==> src/inc/aac_consts.svh <==
// Timing figures, instruction codes and response codes of the alert command interpreter
`ifndef AAC_CONSTS_SVH
`define AAC_CONSTS_SVH

`define AAC_CLK_HZ        40000000
`define AAC_BAUD_BPS      9600
`define AAC_BIT_CYC       (`AAC_CLK_HZ / `AAC_BAUD_BPS)
`define AAC_SILENCE_MS    2000
`define AAC_SILENCE_CYC   (`AAC_SILENCE_MS * (`AAC_CLK_HZ / 1000))
`define AAC_HOLD_MS       2000
`define AAC_HOLD_CYC      (`AAC_HOLD_MS * (`AAC_CLK_HZ / 1000))
`define AAC_WAIT_MS       50
`define AAC_WAIT_CYC      (`AAC_WAIT_MS * (`AAC_CLK_HZ / 1000))
`define AAC_BLINK_MS      250
`define AAC_BLINK_CYC     (`AAC_BLINK_MS * (`AAC_CLK_HZ / 1000))

`define AAC_OP_STOP       8'h1f
`define AAC_OP_PASS_ON    8'h20
`define AAC_OP_PASS_OFF   8'h00
`define AAC_OP_ONE_CELL   8'h03
`define AAC_OP_STATUS     8'h40
`define AAC_TOP_REPEAT    2'h0
`define AAC_TOP_PLAY      2'h1
`define AAC_TOP_RECORD    2'h2
`define AAC_TOP_SPEAKER   2'h3
`define AAC_TOP_CONFIG    3'h0

`define AAC_RSP_REC_DONE  8'h7e
`define AAC_RSP_PLAY_GO   8'h40
`define AAC_RSP_MISMATCH  8'h7f
`define AAC_RSP_TIMEOUT   8'h40

`define AAC_MAX_CELL      6'h3c
`define AAC_DEF_CELLS     8'h08
`define AAC_ONE_CELLS     8'h01
`define AAC_MAN_CELLS     4'h8
`define AAC_LED_ALL       4'hf
`define AAC_UART_BITS     4'ha
`define AAC_TXQ_DEPTH     4'h8

`endif

==> src/inc/aac_pkg.sv <==
// Types of the alert command interpreter
package aac_pkg;

  typedef enum logic [3:0] {
    AAC_RX_IDLE  = 4'h1,
    AAC_RX_START = 4'h2,
    AAC_RX_DATA  = 4'h4,
    AAC_RX_STOP  = 4'h8
  } aac_rx_e;

  typedef enum logic [1:0] {
    AAC_CMD_FIRST  = 2'h1,
    AAC_CMD_SECOND = 2'h2
  } aac_cmd_e;

  typedef logic [26:0] aac_cnt_t;

  typedef struct packed {
    logic                rx_s1, rx_s2, dtr_s1, dtr_s2, pb_s1, pb_s2, aud_s1, aud_s2;
    aac_rx_e             rx_st;
    aac_cnt_t            rx_cnt;
    logic [2:0]          rx_bit;
    logic [7:0]          rx_sh;
    logic                rx_valid;
    logic [7:0]          rx_byte;
    aac_cmd_e            cmd;
    logic [7:0]          first;
    aac_cnt_t            win_cnt;
    logic [7:0][7:0]     tx_q;
    logic [3:0]          tx_n;
    logic [9:0]          tx_sh;
    logic [3:0]          tx_bits;
    aac_cnt_t            tx_cnt;
    logic                txd;
    logic                printer_txd;
    logic [5:0]          spk;
    logic                pass;
    logic                playing;
    logic [5:0]          play_cell;
    logic [4:0]          rep;
    logic                play_start;
    logic                rec;
    logic [5:0]          rec_cell;
    logic                rec_start;
    aac_cnt_t            sil_cnt;
    logic [7:0]          cells;
    aac_cnt_t            pb_cnt;
    logic                pb_prev;
    logic                manual;
    logic [3:0]          sel;
    aac_cnt_t            blink_cnt;
    logic [3:0]          leds;
  } aac_state_s;

endpackage

==> src/hw/aac_top.sv <==
// Alert unit command interpreter: serial receive, double-copy check, execution, replies, manual record
`timescale 1ns/1ps
`include "aac_consts.svh"

// Summary of operation
// - Link runs 9600 bps, one stop, no parity
// - Mismatched second copy discards the instruction
// - Accepted instruction is echoed back as acknowledgement
// - During playback a single copy is executed
// - Code 01 plays cell 1-60, drops pass-through
// - Code 10 records into cell 1-60
// - Code 11 sets six speaker relays
// - Repeat count 1-31 only while playing
// - Stop code halts current playback
// - Enable code routes audio input to output
// - Disable code mutes output and stops playback
// - Configure code sets cells to twice field
// - Single-cell code sets one cell
// - Status request returns four bytes, echo first
// - Status bytes carry relays, flags, cells, cell
// - Finished recording sends record-completed code
// - Playback start sends play-started code
// - Idle mismatch sends inconsistency code
// - Idle single copy sends time-out code
// - Long button hold enters manual mode; presses step
// - Manual mode records on audio, LEDs blink
// - Terminal ready selects decoder, else printer port
// - Recording ends after silence or full cell
// - Eight cells after reset
module aac_top #(
  parameter int BIT_CYC   = `AAC_BIT_CYC,
  parameter int SIL_CYC   = `AAC_SILENCE_CYC,
  parameter int HOLD_CYC  = `AAC_HOLD_CYC,
  parameter int WAIT_CYC  = `AAC_WAIT_CYC,
  parameter int BLINK_CYC = `AAC_BLINK_CYC
) (
  input  wire logic       clk,
  input  wire logic       arst_n,
  input  wire logic       host_rxd,
  input  wire logic       host_dtr,
  output logic            host_txd,
  output logic            printer_txd,
  input  wire logic       manual_record_button,
  input  wire logic       audio_detect,
  input  wire logic       cell_full,
  input  wire logic       play_done,
  output logic [5:0]      speaker_on,
  output logic            pass_through,
  output logic            play_active,
  output logic            play_start,
  output logic [5:0]      play_cell,
  output logic            rec_active,
  output logic            rec_start,
  output logic [5:0]      rec_cell,
  output logic [7:0]      cell_count,
  output logic [3:0]      leds
);
  import aac_pkg::*;

  aac_state_s      q;
  aac_state_s      d;
  logic            ex_go;
  logic [7:0]      ex_b;
  logic [4:0][7:0] lb;
  logic [2:0]      lc;
  logic [3:0]      pn;
  logic            cell_ok;

  // Replies are queued so a status burst is kept behind an acknowledgement while the eight-entry queue has room
  always_comb begin
    d       = q;
    ex_go   = 1'b0;
    ex_b    = q.rx_byte;
    lb      = '0;
    lc      = 3'h0;
    pn      = 4'h0;
    cell_ok = 1'b0;
    d.rx_s1  = host_rxd;
    d.rx_s2  = q.rx_s1;
    d.dtr_s1 = host_dtr;
    d.dtr_s2 = q.dtr_s1;
    d.pb_s1  = manual_record_button;
    d.pb_s2  = q.pb_s1;
    d.aud_s1 = audio_detect;
    d.aud_s2 = q.aud_s1;
    d.rx_valid   = 1'b0;
    d.play_start = 1'b0;
    d.rec_start  = 1'b0;
    d.printer_txd = q.dtr_s2 ? 1'b1 : q.rx_s2;

    d.rx_cnt = q.rx_cnt + 27'h1;
    unique case (q.rx_st)
      AAC_RX_IDLE: begin
        d.rx_cnt = '0;
        if (!q.rx_s2) begin
          d.rx_st = AAC_RX_START;
        end
      end
      AAC_RX_START: begin
        if (q.rx_cnt == 27'(BIT_CYC / 2)) begin
          d.rx_cnt = '0;
          d.rx_bit = 3'h0;
          d.rx_st  = q.rx_s2 ? AAC_RX_IDLE : AAC_RX_DATA;
        end
      end
      AAC_RX_DATA: begin
        if (q.rx_cnt == 27'(BIT_CYC - 1)) begin
          d.rx_cnt = '0;
          d.rx_sh  = {q.rx_s2, q.rx_sh[7:1]};
          d.rx_bit = q.rx_bit + 3'h1;
          if (q.rx_bit == 3'h7) begin
            d.rx_st = AAC_RX_STOP;
          end
        end
      end
      AAC_RX_STOP: begin
        if (q.rx_cnt == 27'(BIT_CYC - 1)) begin
          d.rx_st = AAC_RX_IDLE;
          if (q.rx_s2 && q.dtr_s2) begin
            d.rx_valid = 1'b1;
            d.rx_byte  = q.rx_sh;
          end
        end
      end
    endcase

    unique case (q.cmd)
      AAC_CMD_FIRST: begin
        d.win_cnt = '0;
        if (q.rx_valid) begin
          if (q.playing) begin
            ex_go = 1'b1;
          end else begin
            d.first = q.rx_byte;
            d.cmd   = AAC_CMD_SECOND;
          end
        end
      end
      AAC_CMD_SECOND: begin
        d.win_cnt = q.win_cnt + 27'h1;
        if (q.rx_valid) begin
          d.cmd = AAC_CMD_FIRST;
          if (q.rx_byte == q.first) begin
            ex_go = 1'b1;
          end else begin
            lb[0] = `AAC_RSP_MISMATCH;
            lc    = 3'h1;
          end
        end else if (q.win_cnt == 27'(WAIT_CYC - 1)) begin
          d.cmd = AAC_CMD_FIRST;
          lb[0] = `AAC_RSP_TIMEOUT;
          lc    = 3'h1;
        end
      end
    endcase

    cell_ok = (ex_b[5:0] != 6'h0) && (ex_b[5:0] <= `AAC_MAX_CELL) && ({2'h0, ex_b[5:0]} <= q.cells);
    if (ex_go) begin
      lb[0] = ex_b;
      lc    = 3'h1;
      if (ex_b == `AAC_OP_STOP) begin
        d.playing = 1'b0;
        d.rep     = 5'h0;
      end else if (ex_b == `AAC_OP_PASS_ON) begin
        d.pass = 1'b1;
      end else if (ex_b == `AAC_OP_PASS_OFF) begin
        d.pass    = 1'b0;
        d.playing = 1'b0;
        d.rep     = 5'h0;
      end else if (ex_b[7:6] == `AAC_TOP_REPEAT && q.playing) begin
        if (ex_b[4:0] != 5'h0) begin
          d.rep = ex_b[4:0];
        end else begin
          lc = 3'h0;
        end
      end else if (ex_b == `AAC_OP_ONE_CELL) begin
        d.cells = `AAC_ONE_CELLS;
      end else if (ex_b[7:5] == `AAC_TOP_CONFIG) begin
        if (ex_b[4:0] != 5'h0) begin
          d.cells = {2'h0, ex_b[4:0], 1'b0};
        end else begin
          lc = 3'h0;
        end
      end else if (ex_b == `AAC_OP_STATUS) begin
        lb[1] = {q.pass, q.playing, q.spk};
        lb[2] = q.cells;
        lb[3] = q.playing ? {2'h0, q.play_cell} : 8'h00;
        lc    = 3'h4;
      end else if (ex_b[7:6] == `AAC_TOP_PLAY) begin
        if (cell_ok) begin
          d.playing    = 1'b1;
          d.pass       = 1'b0;
          d.play_cell  = ex_b[5:0];
          d.rep        = 5'h0;
          d.play_start = 1'b1;
          lb[1] = `AAC_RSP_PLAY_GO;
          lc    = 3'h2;
        end else begin
          lc = 3'h0;
        end
      end else if (ex_b[7:6] == `AAC_TOP_RECORD) begin
        if (cell_ok && !q.rec) begin
          d.rec       = 1'b1;
          d.rec_cell  = ex_b[5:0];
          d.rec_start = 1'b1;
          d.sil_cnt   = '0;
        end else begin
          lc = 3'h0;
        end
      end else if (ex_b[7:6] == `AAC_TOP_SPEAKER) begin
        d.spk = ex_b[5:0];
      end else begin
        lc = 3'h0;
      end
    end

    if (q.playing && play_done && d.playing) begin
      if (q.rep != 5'h0) begin
        d.rep        = q.rep - 5'h1;
        d.play_start = 1'b1;
      end else begin
        d.playing = 1'b0;
      end
    end

    if (q.rec) begin
      d.sil_cnt = q.aud_s2 ? '0 : q.sil_cnt + 27'h1;
      // silence or full cell ends recording
      if (cell_full || (!q.aud_s2 && q.sil_cnt == 27'(SIL_CYC - 1))) begin
        d.rec = 1'b0;
        lb[lc] = `AAC_RSP_REC_DONE;
        lc     = lc + 3'h1;
        d.leds = q.manual ? q.sel : 4'h0;
      end else if (q.manual) begin
        d.blink_cnt = q.blink_cnt + 27'h1;
        if (q.blink_cnt == 27'(BLINK_CYC - 1)) begin
          d.blink_cnt = '0;
          d.leds      = (q.leds == 4'h0) ? q.sel : 4'h0;
        end
      end
    end

    // long hold toggles manual mode, short press steps cell
    d.pb_prev = q.pb_s2;
    if (q.pb_s2 && q.pb_cnt <= 27'(HOLD_CYC)) begin
      d.pb_cnt = q.pb_cnt + 27'h1;
    end
    if (q.pb_prev && !q.pb_s2) begin
      d.pb_cnt = '0;
      if (q.pb_cnt > 27'(HOLD_CYC)) begin
        d.manual = !q.manual;
        d.sel    = 4'h0;
        d.leds   = q.manual ? 4'h0 : `AAC_LED_ALL;
      end else if (q.manual && !q.rec) begin
        d.sel  = (q.sel == `AAC_MAN_CELLS) ? 4'h1 : q.sel + 4'h1;
        d.leds = d.sel;
      end
    end
    if (q.manual && q.sel != 4'h0 && !q.rec && !d.rec && q.aud_s2) begin
      d.rec       = 1'b1;
      d.rec_cell  = {2'h0, q.sel};
      d.rec_start = 1'b1;
      d.sil_cnt   = '0;
      d.blink_cnt = '0;
    end

    if (q.tx_bits == 4'h0 && q.tx_n != 4'h0) begin
      d.tx_sh   = {1'b1, q.tx_q[0], 1'b0};
      d.tx_bits = `AAC_UART_BITS;
      d.tx_cnt  = '0;
      for (int i = 0; i < 7; i++) begin
        d.tx_q[i] = q.tx_q[i + 1];
      end
      d.tx_n = q.tx_n - 4'h1;
    end else if (q.tx_bits != 4'h0) begin
      d.tx_cnt = q.tx_cnt + 27'h1;
      if (q.tx_cnt == 27'(BIT_CYC - 1)) begin
        d.tx_cnt  = '0;
        d.tx_sh   = {1'b1, q.tx_sh[9:1]};
        d.tx_bits = q.tx_bits - 4'h1;
      end
    end
    // Queue full drops further replies rather than stalling the decoder
    pn = d.tx_n;
    for (int i = 0; i < 5; i++) begin
      if (3'(i) < lc && pn < `AAC_TXQ_DEPTH) begin
        d.tx_q[pn[2:0]] = lb[i];
        pn              = pn + 4'h1;
      end
    end
    d.tx_n = pn;
    d.txd  = (d.tx_bits != 4'h0) ? d.tx_sh[0] : 1'b1;
  end

  always_ff @(posedge clk or negedge arst_n) begin
    if (!arst_n) begin
      q         <= '0;
      q.rx_s1   <= 1'b1;
      q.rx_s2   <= 1'b1;
      q.rx_st   <= AAC_RX_IDLE;
      q.cmd     <= AAC_CMD_FIRST;
      q.txd     <= 1'b1;
      q.printer_txd <= 1'b1;
      q.cells   <= `AAC_DEF_CELLS;
    end else begin
      q <= d;
    end
  end

  assign host_txd     = q.txd;
  assign printer_txd  = q.printer_txd;
  assign speaker_on   = q.spk;
  assign pass_through = q.pass;
  assign play_active  = q.playing;
  assign play_start   = q.play_start;
  assign play_cell    = q.play_cell;
  assign rec_active   = q.rec;
  assign rec_start    = q.rec_start;
  assign rec_cell     = q.rec_cell;
  assign cell_count   = q.cells;
  assign leds         = q.leds;
endmodule

==> config.mk <==
export PLATFORM = sky130hd
export DESIGN_NAME = aac_top
export DESIGN_NICKNAME = d
export VERILOG_FILES = /design/src/inc/aac_pkg.sv /design/src/hw/aac_top.sv
export VERILOG_INCLUDE_DIRS = /design/src /design/src/inc
export SDC_FILE = /design/constraint.sdc
export NUM_CORES = 1
export LEC_CHECK = 0
export BUFFER_PORTS_ARGS = -buffer_cell sky130_fd_sc_hd__buf_2
export CAP_MARGIN = 20
export CORE_MARGIN = 2
export CORE_UTILIZATION = 58
export DETAILED_ROUTE_END_ITERATION = 12
export PLACE_DENSITY_LB_ADDON = 0.2
export SYNTH_ARGS = -nofsm -noshare
export SYNTH_HDL_FRONTEND = slang
export SYNTH_SLANG_ARGS = --single-unit
==> constraint.sdc <==
create_clock -name clk -period 6.4 [get_ports clk]
set_clock_uncertainty 0.2 [all_clocks]
set_input_delay 0.64 -clock clk [delete_from_list [all_inputs] [get_ports clk]]
set_output_delay 0.64 -clock clk [all_outputs]
set_load 0.02 [all_outputs]
==> out/metrics.csv <==
stage;metric;value;unit
die;Core ar.;34500;µm²
cells_and_area;most frequent cells in the layout;dfrtp_1 (324), nand2_1 (289), nor2_1 (237);
yosys;Synth Flop Type;dfrtp_1;
worst_hold_path;Worst Hold Launch;play_done;
sta;Hold Fails Final Rpt;0;
die;Die W;191;µm
clock_network;worst skew pair latency;0.56;ns
worst_setup_path;Worst path depth;22;
worst_setup_path;crit path kind;reg2reg;
global_route;largest net degree at the start of global routing;131;
cells_and_area;Final Non-Filler Cells;2748;
clock_network;CTS tree;built;
cells_and_area;most common cell after layout, fill and taps aside;dfrtp_1;
yosys;flops & latches, synth;332;
clock_network;# clock sinks;332;
global_route;antenna violations before repair;1;
sta;Final Critical Period;5.97;ns
global_route;first-pass GRT wire length;87200;µm
placement;placed cells;2670;
yosys;Gate Count Post-Synth;2269;
global_route;GRT overflow;0;
yosys;Mean Syn Cell Area;8.96;µm²
power;power per cell area;202;nW/µm²
worst_setup_path;Worst R2R Start;ex_b[3]$_DFFE_PN0P_;
routing;initial DRC count;1466;
cells_and_area;ANT cells;0;
routing;drt drc;0;
die;full die area;36500;µm²
yosys;post-synthesis instance area;20300;µm²
placement;Buffers on Ports;42;
cells_and_area;layout cells sized above 1;10.9;%
clock_network;CTS max path bufs;3;
routing;DR pass1 iterations;5;
worst_hold_path;Hold WC Path Type;in2reg;
power;Reg power frac;47.7;%
global_route;vias in the first global route;17000;
worst_setup_path;Setup crit end kind;flip-flop;
worst_setup_path;Crit Path Max Fanout;9;
clock_network;Root Buffer;clkbuf_16;
power;clock share of power;49.4;%
placement;GP Congestion;0.922;
cells_and_area;Layout area overhead;9.30;%
yosys;number of enable flip-flop cells after synthesis;0;
routing;Final Routed Wirelength;53300;µm
worst_setup_path;Worst R2R Path Depth;22;
power;Leakage;0.0105;µW
placement;hpwl dp;36700;µm
flow_run;Max-cap violations;0;
sta;Max Slew Vio Count;0;
worst_setup_path;crit-path cells;buf_4 -> or3_1 -> o22ai_1 -> or3_1 -> nor2_1 -> o31ai_2 -> inv_1 -> ha_1 -> nor3_2 -> nor4_4 -> or2_2 -> a41oi_1 -> nand2_1 -> inv_1 -> ha_1 -> inv_1 -> or4_1 -> a21oi_2 -> or2_1 -> nand3_2 -> o221a_2 -> a221oi_2;
die;Die Span Y;191;µm
cells_and_area;FILL cells;2896;
worst_setup_path;worst path arrival time;6.23;ns
power;Int Power;3490;µW
die;Starting Density;58.8;%
yosys;Yosys cell types;93;
sta;worst slew pin tran;1.26;ns
sta;fmax;168;MHz
worst_setup_path;CP max stage cell;or4_1;
power;VDD IR-drop max;0.191;mV
power;combinational share of power;2.8;%
worst_setup_path;CP Launch Type;flip-flop;
die;row count;68;
worst_setup_path;CP max stage delay;0.53;ns
yosys;sequential share of the synthesized area;40.9;%
clock_network;# H-tree levels;2;
worst_setup_path;required time of the critical path;6.66;ns
sta;relative slew slack;16.3;%
routing;vias;17300;
sta;RSZ-0062 raised after global routing;no;
global_route;gr usage total;29.7;%
routing;Via-to-Cell Ratio;6.28;
die;I/O pins;45;
status;status;finished, final reports clean;
clock_network;Num CTS Buffers;38;
worst_setup_path;Buf/Inv on CP;4;
yosys;yosys warns;0;
power;Sw Pwr;993;µW
sta;TNS Setup;0;ns
worst_setup_path;Crit. Startpoint;ex_b[3]$_DFFE_PN0P_;
worst_setup_path;CP most frequent cell;inv_1;
cells_and_area;Layout Nets;2300;
worst_setup_path;CP top delay family;simple AND/OR/NAND/NOR gates;
worst_hold_path;Hold Path Cell Cnt;2;
sta;Setup-failing EPs final;0;
sta;Final period util;93.3;%
routing;post-route ant nets;0;
routing;Wirelength per Cell;19.4;µm
power;switch share;22.2;%
yosys;Async SR Flop Fraction;100;%
clock_network;Clock transition at path regs;0.06;ns
-- worst paths after layout --
| check | end | slack, ns |
|---|---|---|
| worst max-delay path | q[206]$_DFF_PN0_ | 0.43 |
| worst min-delay path | play_active$_DFF_PN0_ | 0.09 |
| worst max register to register | q[206]$_DFF_PN0_ | 0.43 |
| worst min register to register | q[330]$_DFF_PN0_ | 0.15 |
| max in group asynchronous | ex_b[0]$_DFFE_PN0P_ | 4.18 |
| min in group asynchronous | q[141]$_DFFE_PN0P_ | 0.51 |
-- cells by family (layout without fill, tap and decap cells) --
family / Yosys count / after routing / synth area share [%]
AOI/OAI and AO/OA: 442 / 442 / 13.7
xor gates and xnor gates: 105 / 105 / 4.53
adders and majority gates: 27 / 27 / 1.66
buffers and inverters: 184 / 207 / 4.16
DFF: 332 / 332 / 40.9
muxes: 255 / 255 / 12.8
other: 1 / 2 / 0.0185
and+or+nand+nor: 923 / 923 / 22.2
-- synth_stat cells (27+ instances only) --
cell	n	area share, %
ha_1	27	1.7
xnor2_1	39	1.7
nand4_1	38	1.2
mux2_2	38	2.1
nand2_1	290	5.4
clkbuf_1	83	1.5
buf_4	31	1.1
dfrtp_1	325	40
mux2i_1	217	11
o21ai_0	148	3.6
nor3_1	35	0.86
inv_1	46	0.85
a21oi_1	107	2.6
nor2_1	239	4.4
and3_1	61	1.9
xor2_1	66	2.8
nand3_1	89	2.2
-- registers in the layout, indices dropped and copies added (netlist names) --
signal	flops
speaker_on	6
rec_cell	6
host_txd	1
leds	4
q	284
d	5
pass_through	1
play_active	1
play_cell	6
ex_b	8
play_start	1
cell_count	6
printer_txd	1
rec_active	1
rec_start	1
-- power groups by stage --
stage | Clock (µW) | Sequential [µW] | Combinational (µW)
2_1_floorplan | 0 | 2170 | 62.1
3_3_place_gp | 0 | 2170 | 122
3_5_place_dp | 0 | 2170 | 124
4_1_cts | 2260 | 2140 | 128
5_1_grt | 2350 | 2140 | 146
6_report | 2220 | 2140 | 127
-- per-stage QoR --
stage / instance area (µm²) / total power [µW] / setup slack (ns) / utilization (%) / hold WS [ns]
CTS: 22100 / 4530 / 0.313 / 64.1 / 0.0610
detailed placement: 20800 / 2300 / 0.367 / 60.3 / 0.138
global route: 22200 / 4630 / 0.0337 / 64.3 / 0.0967
finish: 22200 / 4480 / 0.431 / 64.3 / 0.0883
global placement: 20800 / 2300 / 0.506 / 60.2 / 0.134
floorplan: 20300 / 2230 / 0.480 / - / 0.131
-- final cells by class --
class	count	area, µm²	area share, %
Clock inverter	11	163	0.732
Clock buffer	57	1110	5.01
Tap cell	455	569	2.56
Timing Repair Buffer	92	644	2.90
Multi-Input combinational cell	1754	11200	50.6
Sequential cell	332	8320	37.4
Inverter	47	176	0.794
-- timing repair --
| item | in CTS | in global routing |
|---|---|---|
| endpoints found under the setup margin | 0 | 56 |
| resized for setup | 0 | 5 |
| hold buffers | 5 | 0 |
| setup buffers | 0 | 1 |
| hold endpoints to repair | 102 | 0 |
-- per-layer routing --
metal  up-vias  wire (µm)  track usage, %
li1       8096          -               -
met1      8450      22600            38.6
met2       565      25400            48.8
met3       157       3180            4.72
met4         2       2180            13.9
met5         -          7               0
Power figures use the tool's default switching activity.
